## src/logic/bfd_defines.vh

```
// constants for the backlight fault and diagnostic register bank
// assumes a 16-bit register port addressed by the printed byte offsets
`ifndef BFD_DEFINES_VH
`define BFD_DEFINES_VH
// ==========================================================
// register offsets
`define BFD_ADDR_W 8
`define BFD_OFS_STRING_FAULT 8'h12
`define BFD_OFS_STATE_DIAG 8'h14
`define BFD_OFS_PWM_IN_DIAG 8'h16
`define BFD_OFS_PWM_OUT_DIAG 8'h18
`define BFD_OFS_SINK_CODE_DIAG 8'h1a
`define BFD_OFS_BOOST_CODE_DIAG 8'h1c
// ==========================================================
// string fault register fields
`define BFD_BIT_BUS_TO_FLAG 14
`define BFD_BIT_BUS_TO_CLR 13
`define BFD_BIT_BAD_CFG_FLAG 12
`define BFD_BIT_BAD_CFG_CLR 11
`define BFD_BIT_SUM_FLAG 10
`define BFD_BIT_SUM_CLR 9
`define BFD_BIT_GND_SHORT 8
`define BFD_BIT_INT_SHORT 7
`define BFD_BIT_OPEN 6
`define BFD_CH_LSB 0
`define BFD_CH_MSB 3
// ==========================================================
// field widths and reset values
`define BFD_DATA_W 16
`define BFD_STATE_W 5
`define BFD_SINK_W 12
`define BFD_BOOST_W 11
`define BFD_CH_N 4
`define BFD_ZERO16 16'h0000
`define BFD_STATE_RST 5'h00
// ==========================================================
// control state codes
`define BFD_ST_DISABLED 5'h00
`define BFD_ST_REG_POWER_UP 5'h01
`define BFD_ST_MEM_READ 5'h02
`define BFD_ST_STANDBY 5'h03
`define BFD_ST_RAMP_FIRST 5'h04
`define BFD_ST_RAMP_LAST 5'h0f
`define BFD_ST_NORMAL 5'h10
`define BFD_ST_SHUTDOWN 5'h11
`define BFD_ST_ERROR_RETRY 5'h12
`define BFD_ST_ALL_FAILED 5'h13
`endif

```

## src/logic/bfd_flag.v

```verilog
// one latched fault flag with a write-both-bits clear
// assumes set pulses and write strobes are synchronous to clk_sys
`include "bfd_defines.vh"
module bfd_flag
(
   input wire clk_sys,
   input wire rstn,
   input wire set_evt,
   input wire clr_req,
   output reg flag_r
);
   reg flag_nxt;
   always @*
   begin
      flag_nxt = flag_r;
      if (clr_req)
      begin
         flag_nxt = 1'b0;
      end
      // set beats clear so an event in the clearing cycle survives
      if (set_evt)
      begin
         flag_nxt = 1'b1;
      end
   end
   always @(posedge clk_sys)
   begin
      if (!rstn)
      begin
         flag_r <= 1'b0;
      end
      else
      begin
         flag_r <= flag_nxt;
      end
   end
endmodule

```

## src/logic/bfd_diag_regs.v

```verilog
// backlight fault status and diagnostic register bank
// assumes fault events and live values come from the driver core on clk_sys
// Notes on behaviour
// - a serial bus timeout sets a sticky flag at bit 14 of the string fault register.
// - writing 1 to a status bit and its clear bit together clears the flag and its interrupt.
// - an invalid string configuration sets bit 12, cleared with bit 11 the same way.
// - any open, internal short or ground short sets summary bit 10, cleared with bit 9.
// - a string shorted to ground shows in read-only bit 8.
// - internal short in bit 7 and open in bit 6 clear when the summary flag clears.
// - channel faults 1 to 4 read in bits 0 to 3.
// - the control state reads as a 5-bit code in the state register.
// - the measured input duty reads as a 16-bit value.
// - the applied output duty reads as a 16-bit value.
// - the 12-bit sink current code reads in bits 11 to 0, upper bits zero.
// - the 11-bit boost voltage code reads in bits 10 to 0, upper bits zero.
`include "bfd_defines.vh"
module bfd_diag_regs
(
   input wire clk_sys,
   input wire rstn,
   // register port
   input wire [`BFD_ADDR_W-1:0] reg_addr,
   input wire [`BFD_DATA_W-1:0] reg_wdata,
   input wire reg_wr,
   input wire reg_rd,
   output reg [`BFD_DATA_W-1:0] reg_rdata_r,
   // fault events from the driver core, one-cycle pulses
   input wire bus_timeout_evt,
   input wire bad_string_cfg_evt,
   input wire string_ground_short_evt,
   input wire string_internal_short_evt,
   input wire string_open_evt,
   input wire [`BFD_CH_N-1:0] channel_fault_evt,
   // live values from the driver core
   input wire [`BFD_STATE_W-1:0] control_state_now,
   input wire [`BFD_DATA_W-1:0] pwm_in_duty,
   input wire [`BFD_DATA_W-1:0] pwm_out_duty,
   input wire [`BFD_SINK_W-1:0] sink_dac_code,
   input wire [`BFD_BOOST_W-1:0] boost_target_code,
   // fault interrupt, active low as on the pin
   output wire fault_irq_n
);
   // ==========================================================
   // write decode
   wire wr_fault;
   wire clr_bus_to;
   wire clr_bad_cfg;
   wire clr_sum;
   assign wr_fault = reg_wr && (reg_addr == `BFD_OFS_STRING_FAULT);
   // both bits high in one write, otherwise ignored
   assign clr_bus_to = wr_fault && reg_wdata[`BFD_BIT_BUS_TO_FLAG]
      && reg_wdata[`BFD_BIT_BUS_TO_CLR];
   assign clr_bad_cfg = wr_fault && reg_wdata[`BFD_BIT_BAD_CFG_FLAG]
      && reg_wdata[`BFD_BIT_BAD_CFG_CLR];
   assign clr_sum = wr_fault && reg_wdata[`BFD_BIT_SUM_FLAG]
      && reg_wdata[`BFD_BIT_SUM_CLR];
   // reserved bits 5 and 4 are not stored, so stray writes do nothing

   // ==========================================================
   // latched fault flags
   wire bus_to_flag;
   wire bad_string_cfg_flag;
   wire string_fault_summary_flag;
   wire string_ground_short_flag;
   wire string_internal_short_flag;
   wire string_open_flag;
   wire [`BFD_CH_N-1:0] channel_fault;
   wire any_string_evt;
   assign any_string_evt = string_ground_short_evt | string_internal_short_evt
      | string_open_evt;

   bfd_flag u_bus_to
   (
      .clk_sys(clk_sys),
      .rstn(rstn),
      .set_evt(bus_timeout_evt),
      .clr_req(clr_bus_to),
      .flag_r(bus_to_flag)
   );
   bfd_flag u_bad_cfg
   (
      .clk_sys(clk_sys),
      .rstn(rstn),
      .set_evt(bad_string_cfg_evt),
      .clr_req(clr_bad_cfg),
      .flag_r(bad_string_cfg_flag)
   );
   bfd_flag u_sum
   (
      .clk_sys(clk_sys),
      .rstn(rstn),
      .set_evt(any_string_evt),
      .clr_req(clr_sum),
      .flag_r(string_fault_summary_flag)
   );
   // detail bits follow the summary clear; no clear bits of their own
   bfd_flag u_gnd
   (
      .clk_sys(clk_sys),
      .rstn(rstn),
      .set_evt(string_ground_short_evt),
      .clr_req(clr_sum),
      .flag_r(string_ground_short_flag)
   );
   bfd_flag u_short
   (
      .clk_sys(clk_sys),
      .rstn(rstn),
      .set_evt(string_internal_short_evt),
      .clr_req(clr_sum),
      .flag_r(string_internal_short_flag)
   );
   bfd_flag u_open
   (
      .clk_sys(clk_sys),
      .rstn(rstn),
      .set_evt(string_open_evt),
      .clr_req(clr_sum),
      .flag_r(string_open_flag)
   );
   genvar gi;
   generate
      for (gi = 0; gi < `BFD_CH_N; gi = gi + 1)
      begin : g_ch
         bfd_flag u_ch
         (
            .clk_sys(clk_sys),
            .rstn(rstn),
            .set_evt(channel_fault_evt[gi]),
            .clr_req(clr_sum),
            .flag_r(channel_fault[gi])
         );
      end
   endgenerate

   // ==========================================================
   // interrupt
   // only the three clearable flags drive it; string details ride on the summary, channel faults do not
   assign fault_irq_n = ~(bus_to_flag | bad_string_cfg_flag
      | string_fault_summary_flag);

   // ==========================================================
   // fault register image
   reg [`BFD_DATA_W-1:0] fault_img;
   always @*
   begin
      fault_img = `BFD_ZERO16;
      fault_img[`BFD_BIT_BUS_TO_FLAG] = bus_to_flag;
      fault_img[`BFD_BIT_BAD_CFG_FLAG] = bad_string_cfg_flag;
      fault_img[`BFD_BIT_SUM_FLAG] = string_fault_summary_flag;
      fault_img[`BFD_BIT_GND_SHORT] = string_ground_short_flag;
      fault_img[`BFD_BIT_INT_SHORT] = string_internal_short_flag;
      fault_img[`BFD_BIT_OPEN] = string_open_flag;
      fault_img[`BFD_CH_MSB:`BFD_CH_LSB] = channel_fault;
   end

   // ==========================================================
   // live value capture
   // sampled every cycle so a read sees a value from one consistent edge
   reg [`BFD_STATE_W-1:0] state_r;
   reg [`BFD_DATA_W-1:0] pwm_in_r;
   reg [`BFD_DATA_W-1:0] pwm_out_r;
   reg [`BFD_SINK_W-1:0] sink_r;
   reg [`BFD_BOOST_W-1:0] boost_r;
   always @(posedge clk_sys)
   begin
      if (!rstn)
      begin
         state_r <= `BFD_STATE_RST;
         pwm_in_r <= `BFD_ZERO16;
         pwm_out_r <= `BFD_ZERO16;
         sink_r <= {`BFD_SINK_W{1'b0}};
         boost_r <= {`BFD_BOOST_W{1'b0}};
      end
      else
      begin
         state_r <= control_state_now;
         pwm_in_r <= pwm_in_duty;
         pwm_out_r <= pwm_out_duty;
         sink_r <= sink_dac_code;
         boost_r <= boost_target_code;
      end
   end

   // ==========================================================
   // read path
   reg [`BFD_DATA_W-1:0] rdata_nxt;
   always @*
   begin
      rdata_nxt = `BFD_ZERO16;
      case (reg_addr)
         `BFD_OFS_STRING_FAULT:
            rdata_nxt = fault_img;
         `BFD_OFS_STATE_DIAG:
            rdata_nxt = {{(`BFD_DATA_W-`BFD_STATE_W){1'b0}}, state_r};
         `BFD_OFS_PWM_IN_DIAG:
            rdata_nxt = pwm_in_r;
         `BFD_OFS_PWM_OUT_DIAG:
            rdata_nxt = pwm_out_r;
         `BFD_OFS_SINK_CODE_DIAG:
            rdata_nxt = {{(`BFD_DATA_W-`BFD_SINK_W){1'b0}}, sink_r};
         `BFD_OFS_BOOST_CODE_DIAG:
            rdata_nxt = {{(`BFD_DATA_W-`BFD_BOOST_W){1'b0}}, boost_r};
         default:
            rdata_nxt = `BFD_ZERO16;
      endcase
   end
   // data stands only in the cycle after the read strobe, zero otherwise
   always @(posedge clk_sys)
   begin
      if (!rstn)
      begin
         reg_rdata_r <= `BFD_ZERO16;
      end
      else if (reg_rd)
      begin
         reg_rdata_r <= rdata_nxt;
      end
      else
      begin
         reg_rdata_r <= `BFD_ZERO16;
      end
   end
endmodule

```

## config.mk

```make
export PLATFORM = sky130hd
export DESIGN_NAME = bfd_diag_regs
export DESIGN_NICKNAME = d
export VERILOG_FILES = /design/src/logic/bfd_flag.v /design/src/logic/bfd_diag_regs.v
export VERILOG_INCLUDE_DIRS = /design/src /design/src/logic
export SDC_FILE = /design/constraint.sdc
export NUM_CORES = 1
export LEC_CHECK = 0
export BUFFER_PORTS_ARGS = -buffer_cell sky130_fd_sc_hd__buf_4
export CELL_PAD_IN_SITES_DETAIL_PLACEMENT = 1
export CELL_PAD_IN_SITES_GLOBAL_PLACEMENT = 1
export CORE_ASPECT_RATIO = 1.75
export CORE_MARGIN = 2
export CORE_UTILIZATION = 33
export CTS_BUF_LIST = sky130_fd_sc_hd__clkbuf_4 sky130_fd_sc_hd__clkbuf_8 sky130_fd_sc_hd__clkbuf_16
export DETAILED_ROUTE_END_ITERATION = 8
export PLACE_DENSITY = 0.82
export SETUP_SLACK_MARGIN = 0.4
export SLEW_MARGIN = 30
export SYNTH_ARGS = -nofsm -noshare
export SYNTH_HDL_FRONTEND = slang
export SYNTH_HIERARCHICAL = 1
export SYNTH_SLANG_ARGS = --single-unit
export TNS_END_PERCENT = 10
```

## constraint.sdc

```tcl
create_clock -name clk_sys -period 2.7 [get_ports clk_sys]
set_clock_uncertainty 0.2 [all_clocks]
set_input_delay 0.54 -clock clk_sys [delete_from_list [all_inputs] [get_ports clk_sys]]
set_output_delay 0.54 -clock clk_sys [all_outputs]
set_load 0.02 [all_outputs]
```

Yosys cells after proc, flatten, opt, wreduce, memory -nomap -nowiden
Cells that the tools add are included.

storage, ports and cells
  register bits after elaboration = 86
  bits in latches = 0
  bits in writable memories = 0
  ROM bits = 0
  input port bits = 97
  output and inout bits = 17
  logic and storage cells = 59
  memories kept = 0

cells by class
  add/sub/neg operators = 0
  $mul = 0
  divide/modulo/power cells = 0
  $lt $le $gt $ge = 0
  eq/ne operators = 6
  shift-type cells = 0
  multiplexer cells = 14
  bitwise gates (word level) = 5
  reductions and logical operators = 18

operators by type and width
  cell                                                                    count
  16-bit case mux with 6 select lines                                     1
  8-bit by 5-bit equality test with 1-bit output (second input constant)  6
  2-bit nonzero test                                                      10
  1-bit 2-to-1 mux                                                        13
  1-bit logical AND                                                       7
  1-bit bitwise OR                                                        4
  2-bit AND reduction                                                     1
  1-bit inverter                                                          1

Logic depth before layout (Yosys ltp)
Gate-level depths: netlist (run 1).

  depth in word-level cells = 6
  gate-level depth with buffers = 6
  mapped depth without buffers = 6

Hierarchy
Netlist (run 1), hierarchy kept.

modules (own cells, without submodules)
  module         times used  cells each  area an instance (um^2)  seq. area each (um^2)
  bfd_diag_regs  1           253         2,721.4                  1,521.5
  bfd_flag       10          3           41.3                     20.0

Least setup slack after synthesis (run 1)
Ideal clock, no wire load.

  kind = input-to-reg
  start point = in reg_addr[5]
  end point = reg g_ch[0].u_ch.flag_r
  library setup time = 115 ps
  arrival time = 2,375 ps
  required time = 2,385 ps
  setup slack = 10 ps
  cell stages on the path = 6
  path buffers = 0
  path through = or4b_4 nor3_2 and3_1 and3_1 nor2b_4 o21a_1

on the way
  longest elaborated chain between the ends = 5

ends and longest elaborated chain
  element                                         RTL line            RTL
  start: declaration                              bfd_diag_regs.v:22  input wire [`BFD_ADDR_W-1:0] reg_addr,
  8-bit by 5-bit equality test with 1-bit output  n/a
  1-bit logical AND                               bfd_diag_regs.v:49  assign wr_fault = reg_wr && (reg_addr == `BFD_OFS_STRING_FAULT);
  1-bit logical AND (2 in a row)                  bfd_diag_regs.v:55  assign clr_sum = wr_fault && reg_wdata[`BFD_BIT_SUM_FLAG]
  named net clr_sum                               bfd_diag_regs.v:48  wire clr_sum;
  2-bit nonzero test (no line)                    n/a
  end signal: assignment                          bfd_flag.v:34       flag_r <= flag_nxt;
  end: declaration                                bfd_flag.v:10       output reg flag_r

The timed path passes the listed nets, and every way through them passes these cells.
A chain may end at the register's enable or synchronous reset.

Worst setup path after layout (run 1)
Ends and elaborated chain as after synthesis.

==> impl_metrics.env, run 1 <==
export IMPL_firstDrtPassIters=4
export IMPL_detailed_place_area_um2=4036
export IMPL_area_delta_synth_final_pct=40.20
export IMPL_drc_errors=0
export IMPL_fp_dieW_um=77.67
export IMPL_synth_area_per_cell_um2=11.08
export IMPL_rows=47
export IMPL_antenna_cells=0
export IMPL_synthesis_area_um2=3134
export IMPL_nets=484
export IMPL_insertion_delay_ps=340
export IMPL_place_gp_congestion=0.7775
export IMPL_antenna_found_initial=0
export IMPL_syn_inst=283
export IMPL_total_power_w=0.003053
export IMPL_syn_nets=380
export IMPL_yosys_register_bits=86
export IMPL_dr_total_vias=2370
export IMPL_dr_first_iter_drc_count=111
export IMPL_synth_edf_count=0
export IMPL_core_area_um2=9350
export IMPL_synthFlopType="dfxtp_1"
export IMPL_async_reset_ff_frac=0
export IMPL_power_density_nw_per_um2=694.9
export IMPL_cap_violations=0
export IMPL_period_needed_ps=2217
export IMPL_setup_tns_ps=0
export IMPL_holdWs_ps=201.5
export IMPL_ios=114
export IMPL_crit_slowest_cell="or4b_4"
export IMPL_holdBufCountCts=0
export IMPL_grt_overflow_total=0
export IMPL_cts_root_buf="clkbuf_16"
export IMPL_final_cell_mix="buf_4 (109), dfxtp_1 (86), and2_1 (63)"
export IMPL_synth_cell_types=41
export IMPL_critPathBufInv=1
export IMPL_critPathLaunchType="primary input"
export IMPL_slew_viol_final=0
export IMPL_antenna_left=0
export IMPL_grt_setup_unrepaired="false"
export IMPL_track_usage=0.1688
export IMPL_final_common_cell="buf_4"
export IMPL_die_height_um=132.9
export IMPL_p_leak_nw=1.923
export IMPL_path_clk_slew_ps=60
export IMPL_endpoint_kind="register"
export IMPL_cts_buffers=9
export IMPL_die_area_um2=10320
export IMPL_fin_cells=514
export IMPL_path_cells="buf_4 > or4b_4 > nor3_4 > and3_1 > and3_4 > nor2b_4 > o21a_1"
export IMPL_crit_type="primary input to register"
export IMPL_hold_class="primary input to register"
export IMPL_cts_tree="yes"
export IMPL_period_share=0.8210
export IMPL_max_freq_ghz=0.4511
export IMPL_cts_sinks=86
export IMPL_yosys_warnings=6
export IMPL_vdd_ir_drop_max_mv=0.3971
export IMPL_cp_max_fo=8
export IMPL_grt_max_degree=73
export IMPL_setup_violations=0
export IMPL_ys_seq_area_frac=0.5493
export IMPL_critPathRequiredTime_ps=2730
export IMPL_timing_slew_headroom=0.6143
export IMPL_critPathTopFamily="simple AND/OR/NAND/NOR gates"
export IMPL_postCtsSetupBuffers=0
export IMPL_start_util=0.3352
export IMPL_routed_wl_um=8330
export IMPL_viasPerCell=4.611
export IMPL_fin_area_um2=4394
export IMPL_worst_slew_pin_transition_ps=574.1
export IMPL_hpwl_um=6260
export IMPL_portBuffers=103
export IMPL_finalHoldViolations=0
export IMPL_slowest_delay_ps=590
export IMPL_cts_path_max_buffers=2
export IMPL_place_inst=498
export IMPL_avgRoutedWirePerCell_um=16.21
export IMPL_grt_pass1_vias=2597
export IMPL_cts_resized=0
export IMPL_ctsHtreeMaxLevel=3
export IMPL_critical_path_arrival_ps=2250
export IMPL_grt_first_pass_wirelength_um=12880
export IMPL_drive_gt1_frac=0.3776
export IMPL_status="finished clean"
layout make-up:
cell class / instances / area [µm²]
fill: 1032 / 4956
sequential: 86 / 1722
multi-input combinational: 180 / 1340
timing repair buffer: 109 / 818.3
clock buffer: 13 / 267.8
tap: 122 / 152.6
clock inverter: 3 / 90.09
inverter: 1 / 3.754
cells by family after synthesis:
| group | after synthesis | share of synthesized area |
|---|---|---|
| muxes | 23 | 0.07545 |
| buffers and inverters | 17 | 0.02674 |
| DFF | 86 | 0.5493 |
| AOI/OAI and AO/OA | 43 | 0.09741 |
| and+or+nand+nor | 114 | 0.2511 |
flip-flops by register name (all words and copies together) (netlist names):
register	cells
sink_r	12
g_ch.u_ch/flag_r	4
state_r	5
u_bad_cfg/flag_r	1
pwm_out_r	16
u_gnd/flag_r	1
reg_rdata_r	16
u_short/flag_r	1
u_sum/flag_r	1
boost_r	11
pwm_in_r	16
u_open/flag_r	1
u_bus_to/flag_r	1
worst reg2reg max path, stage by stage (launching register included):
cell and delay [ps]:
dfxtp_1 330, mux2i_1 290, o22ai_1 130, a22oi_1 180, nor2_1 70
power breakdown:
part / leakage, nW / switching (W) / internal [W]
logic: 1.03 / 0.0000986 / 0.000155
clock network: 0.177 / 0.000476 / 0.000975
registers: 0.713 / 0.0000205 / 0.00133
total: 1.92 / 0.000595 / 0.00246
metal layers:
metal	track usage	vias to the layer above	share of wire
li1	-	1167	-
met1	0.1566	1121	0.34
met5	0	-	0
met4	0.09127	0	0.026
met3	0.03683	16	0.038
met2	0.3285	66	0.59
path summary, 6_finish.rpt:
check                           slack, ps                                to                      start  cells after the start
worst max register to register       1380        reg_rdata_r[10]$_SDFF_PN0_  u_sum/flag_r$_SDFFE_PN0P_                      4
worst max-delay path                  480  g_ch[0].u_ch/flag_r$_SDFFE_PN0P_                reg_addr[5]                      7
worst min register to register        240         reg_rdata_r[2]$_SDFF_PN0_     pwm_in_r[2]$_SDFF_PN0_                      2
worst min-delay path                  200           pwm_out_r[9]$_SDFF_PN0_            pwm_out_duty[9]                      2
per-stage QoR:
step	util	setup WS, ps
6_report	0.4700	483.3
5_1_grt	0.4700	442.9
4_1_cts	0.4700	483.7
3_5_place_dp	0.4317	138.3
3_3_place_gp	0.4317	140.7
2_1_floorplan	-	390.1
synthesized netlist by cell type (2+ instances only):
cell	instances	area share
a21oi_1	5	0.0080
a22oi_1	8	0.019
a32oi_1	3	0.0084
and2_1	63	0.13
and3_1	5	0.010
buf_6	2	0.0072
clkbuf_1	11	0.013
dfxtp_1	86	0.55
mux2_2	5	0.018
mux2i_1	18	0.057
nand2_1	4	0.0048
nand4_1	2	0.0040
nor2_1	15	0.018
nor2b_4	10	0.044
nor3_1	2	0.0032
o21a_1	10	0.024
o21ai_0	2	0.0032
o21ai_1	3	0.0048
o22ai_1	4	0.0080
o2bb2ai_1	3	0.0084
or3_1	2	0.0040
Power figures use the tool's default switching activity.
==> inputs of run 2 (changes only) <==
Settings changed: ABC_AREA from default to 1, CORE_UTILIZATION 33 to 31.
Clock period 2.7 ns to 2 ns, I/O delays scaled along.
==> impl_metrics.env, run 2 <==
export IMPL_slowest_delay_ps=330
export IMPL_synth_area_per_cell_um2=7.378
export IMPL_hold_class="primary input to register"
export IMPL_viasPerCell=4.423
export IMPL_critical_path_arrival_ps=1000
export IMPL_core_area_um2=10640
export IMPL_firstDrtPassIters=6
export IMPL_nets=665
export IMPL_rows=50
export IMPL_ios=114
export IMPL_grt_overflow_total=0
export IMPL_cts_buffers=9
export IMPL_ctsHtreeMaxLevel=3
export IMPL_synthSimpleGateAreaFrac=0.2952
export IMPL_portBuffers=103
export IMPL_critPathRequiredTime_ps=1400
export IMPL_cts_sinks=86
export IMPL_insertion_delay_ps=330
export IMPL_synthXorXnorAreaFrac=0
export IMPL_ys_seq_area_frac=0.5129
export IMPL_synthTopCellsByArea="dfxtp_1 (51%), nand2_1 (13%), nand3_1 (12%), inv_1 (12%), a21oi_2 (2.6%)"
export IMPL_async_reset_ff_frac=0
export IMPL_synth_top_area_frac=0.5129
export IMPL_vdd_ir_drop_max_mv=0.4751
export IMPL_crit_type="register to output pin"
export IMPL_grt_pass1_vias=3236
export IMPL_grt_setup_unrepaired="true"
export IMPL_die_height_um=141.7
export IMPL_yosys_mux_area_fraction=0
export IMPL_grt_first_pass_wirelength_um=14920
export IMPL_top_regs="pwm_in_r: 16 flops, pwm_out_r: 16 flops, reg_rdata_r: 16 flops"
export IMPL_path_clk_slew_ps=60
export IMPL_grt_max_degree=47
export IMPL_yosys_register_bits=86
export IMPL_synthesis_area_um2=3357
export IMPL_critPathLaunchType="register"
export IMPL_fp_dieW_um=82.67
export IMPL_area_delta_synth_final_pct=41.00
export IMPL_synth_most_common_cell="nand2_1"
export IMPL_cp_max_fo=2
export IMPL_setup_violations=0
export IMPL_holdBufCountCts=0
export IMPL_place_gp_congestion=0.7789
export IMPL_synth_common_cells="nand2_1 (114), inv_1 (104), dfxtp_1 (86)"
export IMPL_setup_tns_ps=0
export IMPL_synthFlopType="dfxtp_1"
export IMPL_status="finished clean"
export IMPL_routed_wl_um=9290
export IMPL_period_share=0.8016
export IMPL_antenna_left=0
export IMPL_worst_slew_pin_transition_ps=356.9
export IMPL_yosys_warnings=6
export IMPL_synth_compound_area_frac=0.03504
export IMPL_holdWs_ps=48.85
export IMPL_path_cells="nor3_2 > buf_4"
export IMPL_synth_top_family_by_area="simple AND/OR/NAND/NOR gates"
export IMPL_antenna_cells=0
export IMPL_timing_slew_headroom=0.7621
export IMPL_die_area_um2=11710
export IMPL_antenna_found_initial=0
export IMPL_finalHoldViolations=0
export IMPL_syn_nets=552
export IMPL_start_util=0.3156
export IMPL_cts_root_buf="clkbuf_16"
export IMPL_critPathTopFamily="flip-flops"
export IMPL_track_usage=0.1698
export IMPL_dr_total_vias=3105
export IMPL_synth_area_leader_cell="dfxtp_1"
export IMPL_postLayoutSetupSlackWorst_ps=396.9
export IMPL_critPathBufInv=1
export IMPL_final_cell_mix="buf_4 (119), nand2_1 (111), inv_1 (101)"
export IMPL_cts_tree="yes"
export IMPL_avgRoutedWirePerCell_um=13.23
export IMPL_synth_edf_count=0
export IMPL_crit_slowest_cell="dfxtp_2"
export IMPL_fillers=1328
export IMPL_hpwl_um=7118
export IMPL_period_needed_ps=1603
export IMPL_drive_gt1_frac=0.2955
export IMPL_power_density_nw_per_um2=838.7
export IMPL_synth_cell_types=18
export IMPL_cap_violations=0
export IMPL_final_common_cell="buf_4"
export IMPL_dr_first_iter_drc_count=76
export IMPL_p_leak_nw=2.672
export IMPL_drc_errors=0
export IMPL_slew_viol_final=0
export IMPL_synthAdderAreaFrac=0
export IMPL_dp_slack_ps=35.63
export IMPL_max_freq_ghz=0.6238
export IMPL_syn_inst=455
export IMPL_endpoint_kind="output pin"
export IMPL_cts_path_max_buffers=2
==> run 2: cell types whose count changed after synthesis, moves of 7 or more <==
cell / change
nand2_1: +110
inv_1: +103
nand3_1: +77
and2_1: -63
mux2i_1: -18
nor2b_4: -10
o21a_1: -10
a21oi_2: +9
a22oi_1: -8
buf_4: +7
==> run 2: logic make-up (layout without fill, tap and decap cells) <==
group / Yosys count / in the layout
AND/OR/NAND/NOR: 226 / 226
flip-flops: 86 / 86
AO/OA/AOI/OAI: 16 / 16
buffers and inverters: 127 / 244
==> run 2: final timing paths <==
check                            startpoint                         end  slack (ps)  depth (start not counted)
setup / recovery  u_sum/flag_r$_SDFFE_PN0P_                 fault_irq_n         400                          2
setup reg to reg  u_sum/flag_r$_SDFFE_PN0P_  reg_rdata_r[10]$_SDFF_PN0_         950                          5
hold reg to reg    pwm_out_r[13]$_SDFF_PN0_  reg_rdata_r[13]$_SDFF_PN0_         270                          2
hold / removal         boost_target_code[0]       boost_r[0]$_SDFF_PN0_          50                          3
==> run 2: layer usage <==
| metal | track usage | share of wire |
|---|---|---|
| met2 | 0.3149 | 0.58 |
| met1 | 0.1769 | 0.35 |
| met5 | 0 | 0 |
| met4 | 0.08456 | 0.027 |
| met3 | 0.02672 | 0.038 |
==> run 2: what timing repair did <==
action	CTS	global route
pin swaps	1	2
buffers inserted	1	3
endpoints found under the setup margin	7	19
resized for setup	3	0
==> run 2: area by class of cell <==
type,instances,area [µm²],share of cell area
multi-input combinational,242,1142,0.2413
inverter,107,419.2,0.08855
tap,130,162.7,0.03436
clock inverter,4,78.83,0.01665
timing repair buffer,122,953.4,0.2014
sequential,86,1724,0.3643
clock buffer,11,252.7,0.05340
==> run 2: metrics by stage <==
stage	utilization	instances	total power [W]	instance area (µm²)
finish	0.4451	702	0.003970	4733
CTS	0.4418	699	0.004019	4698
global route	0.4451	702	0.004126	4733
global placement	0.4092	683	0.002174	4352
floorplan	-	455	0.001992	3407
detailed placement	0.4092	683	0.002188	4352
==> run 2: where the power goes <==
group          switching [W]  internal, W
clock               0.000652      0.00116
sequential         0.0000282      0.00179
combinational       0.000160     0.000172
total               0.000841      0.00313
==> run 2: worst reg2reg max path: cells and delay by family (launching register included) <==
family,cells,cell delay (ps)
flops,1,330
buf+inv,1,140
simple gates,4,270
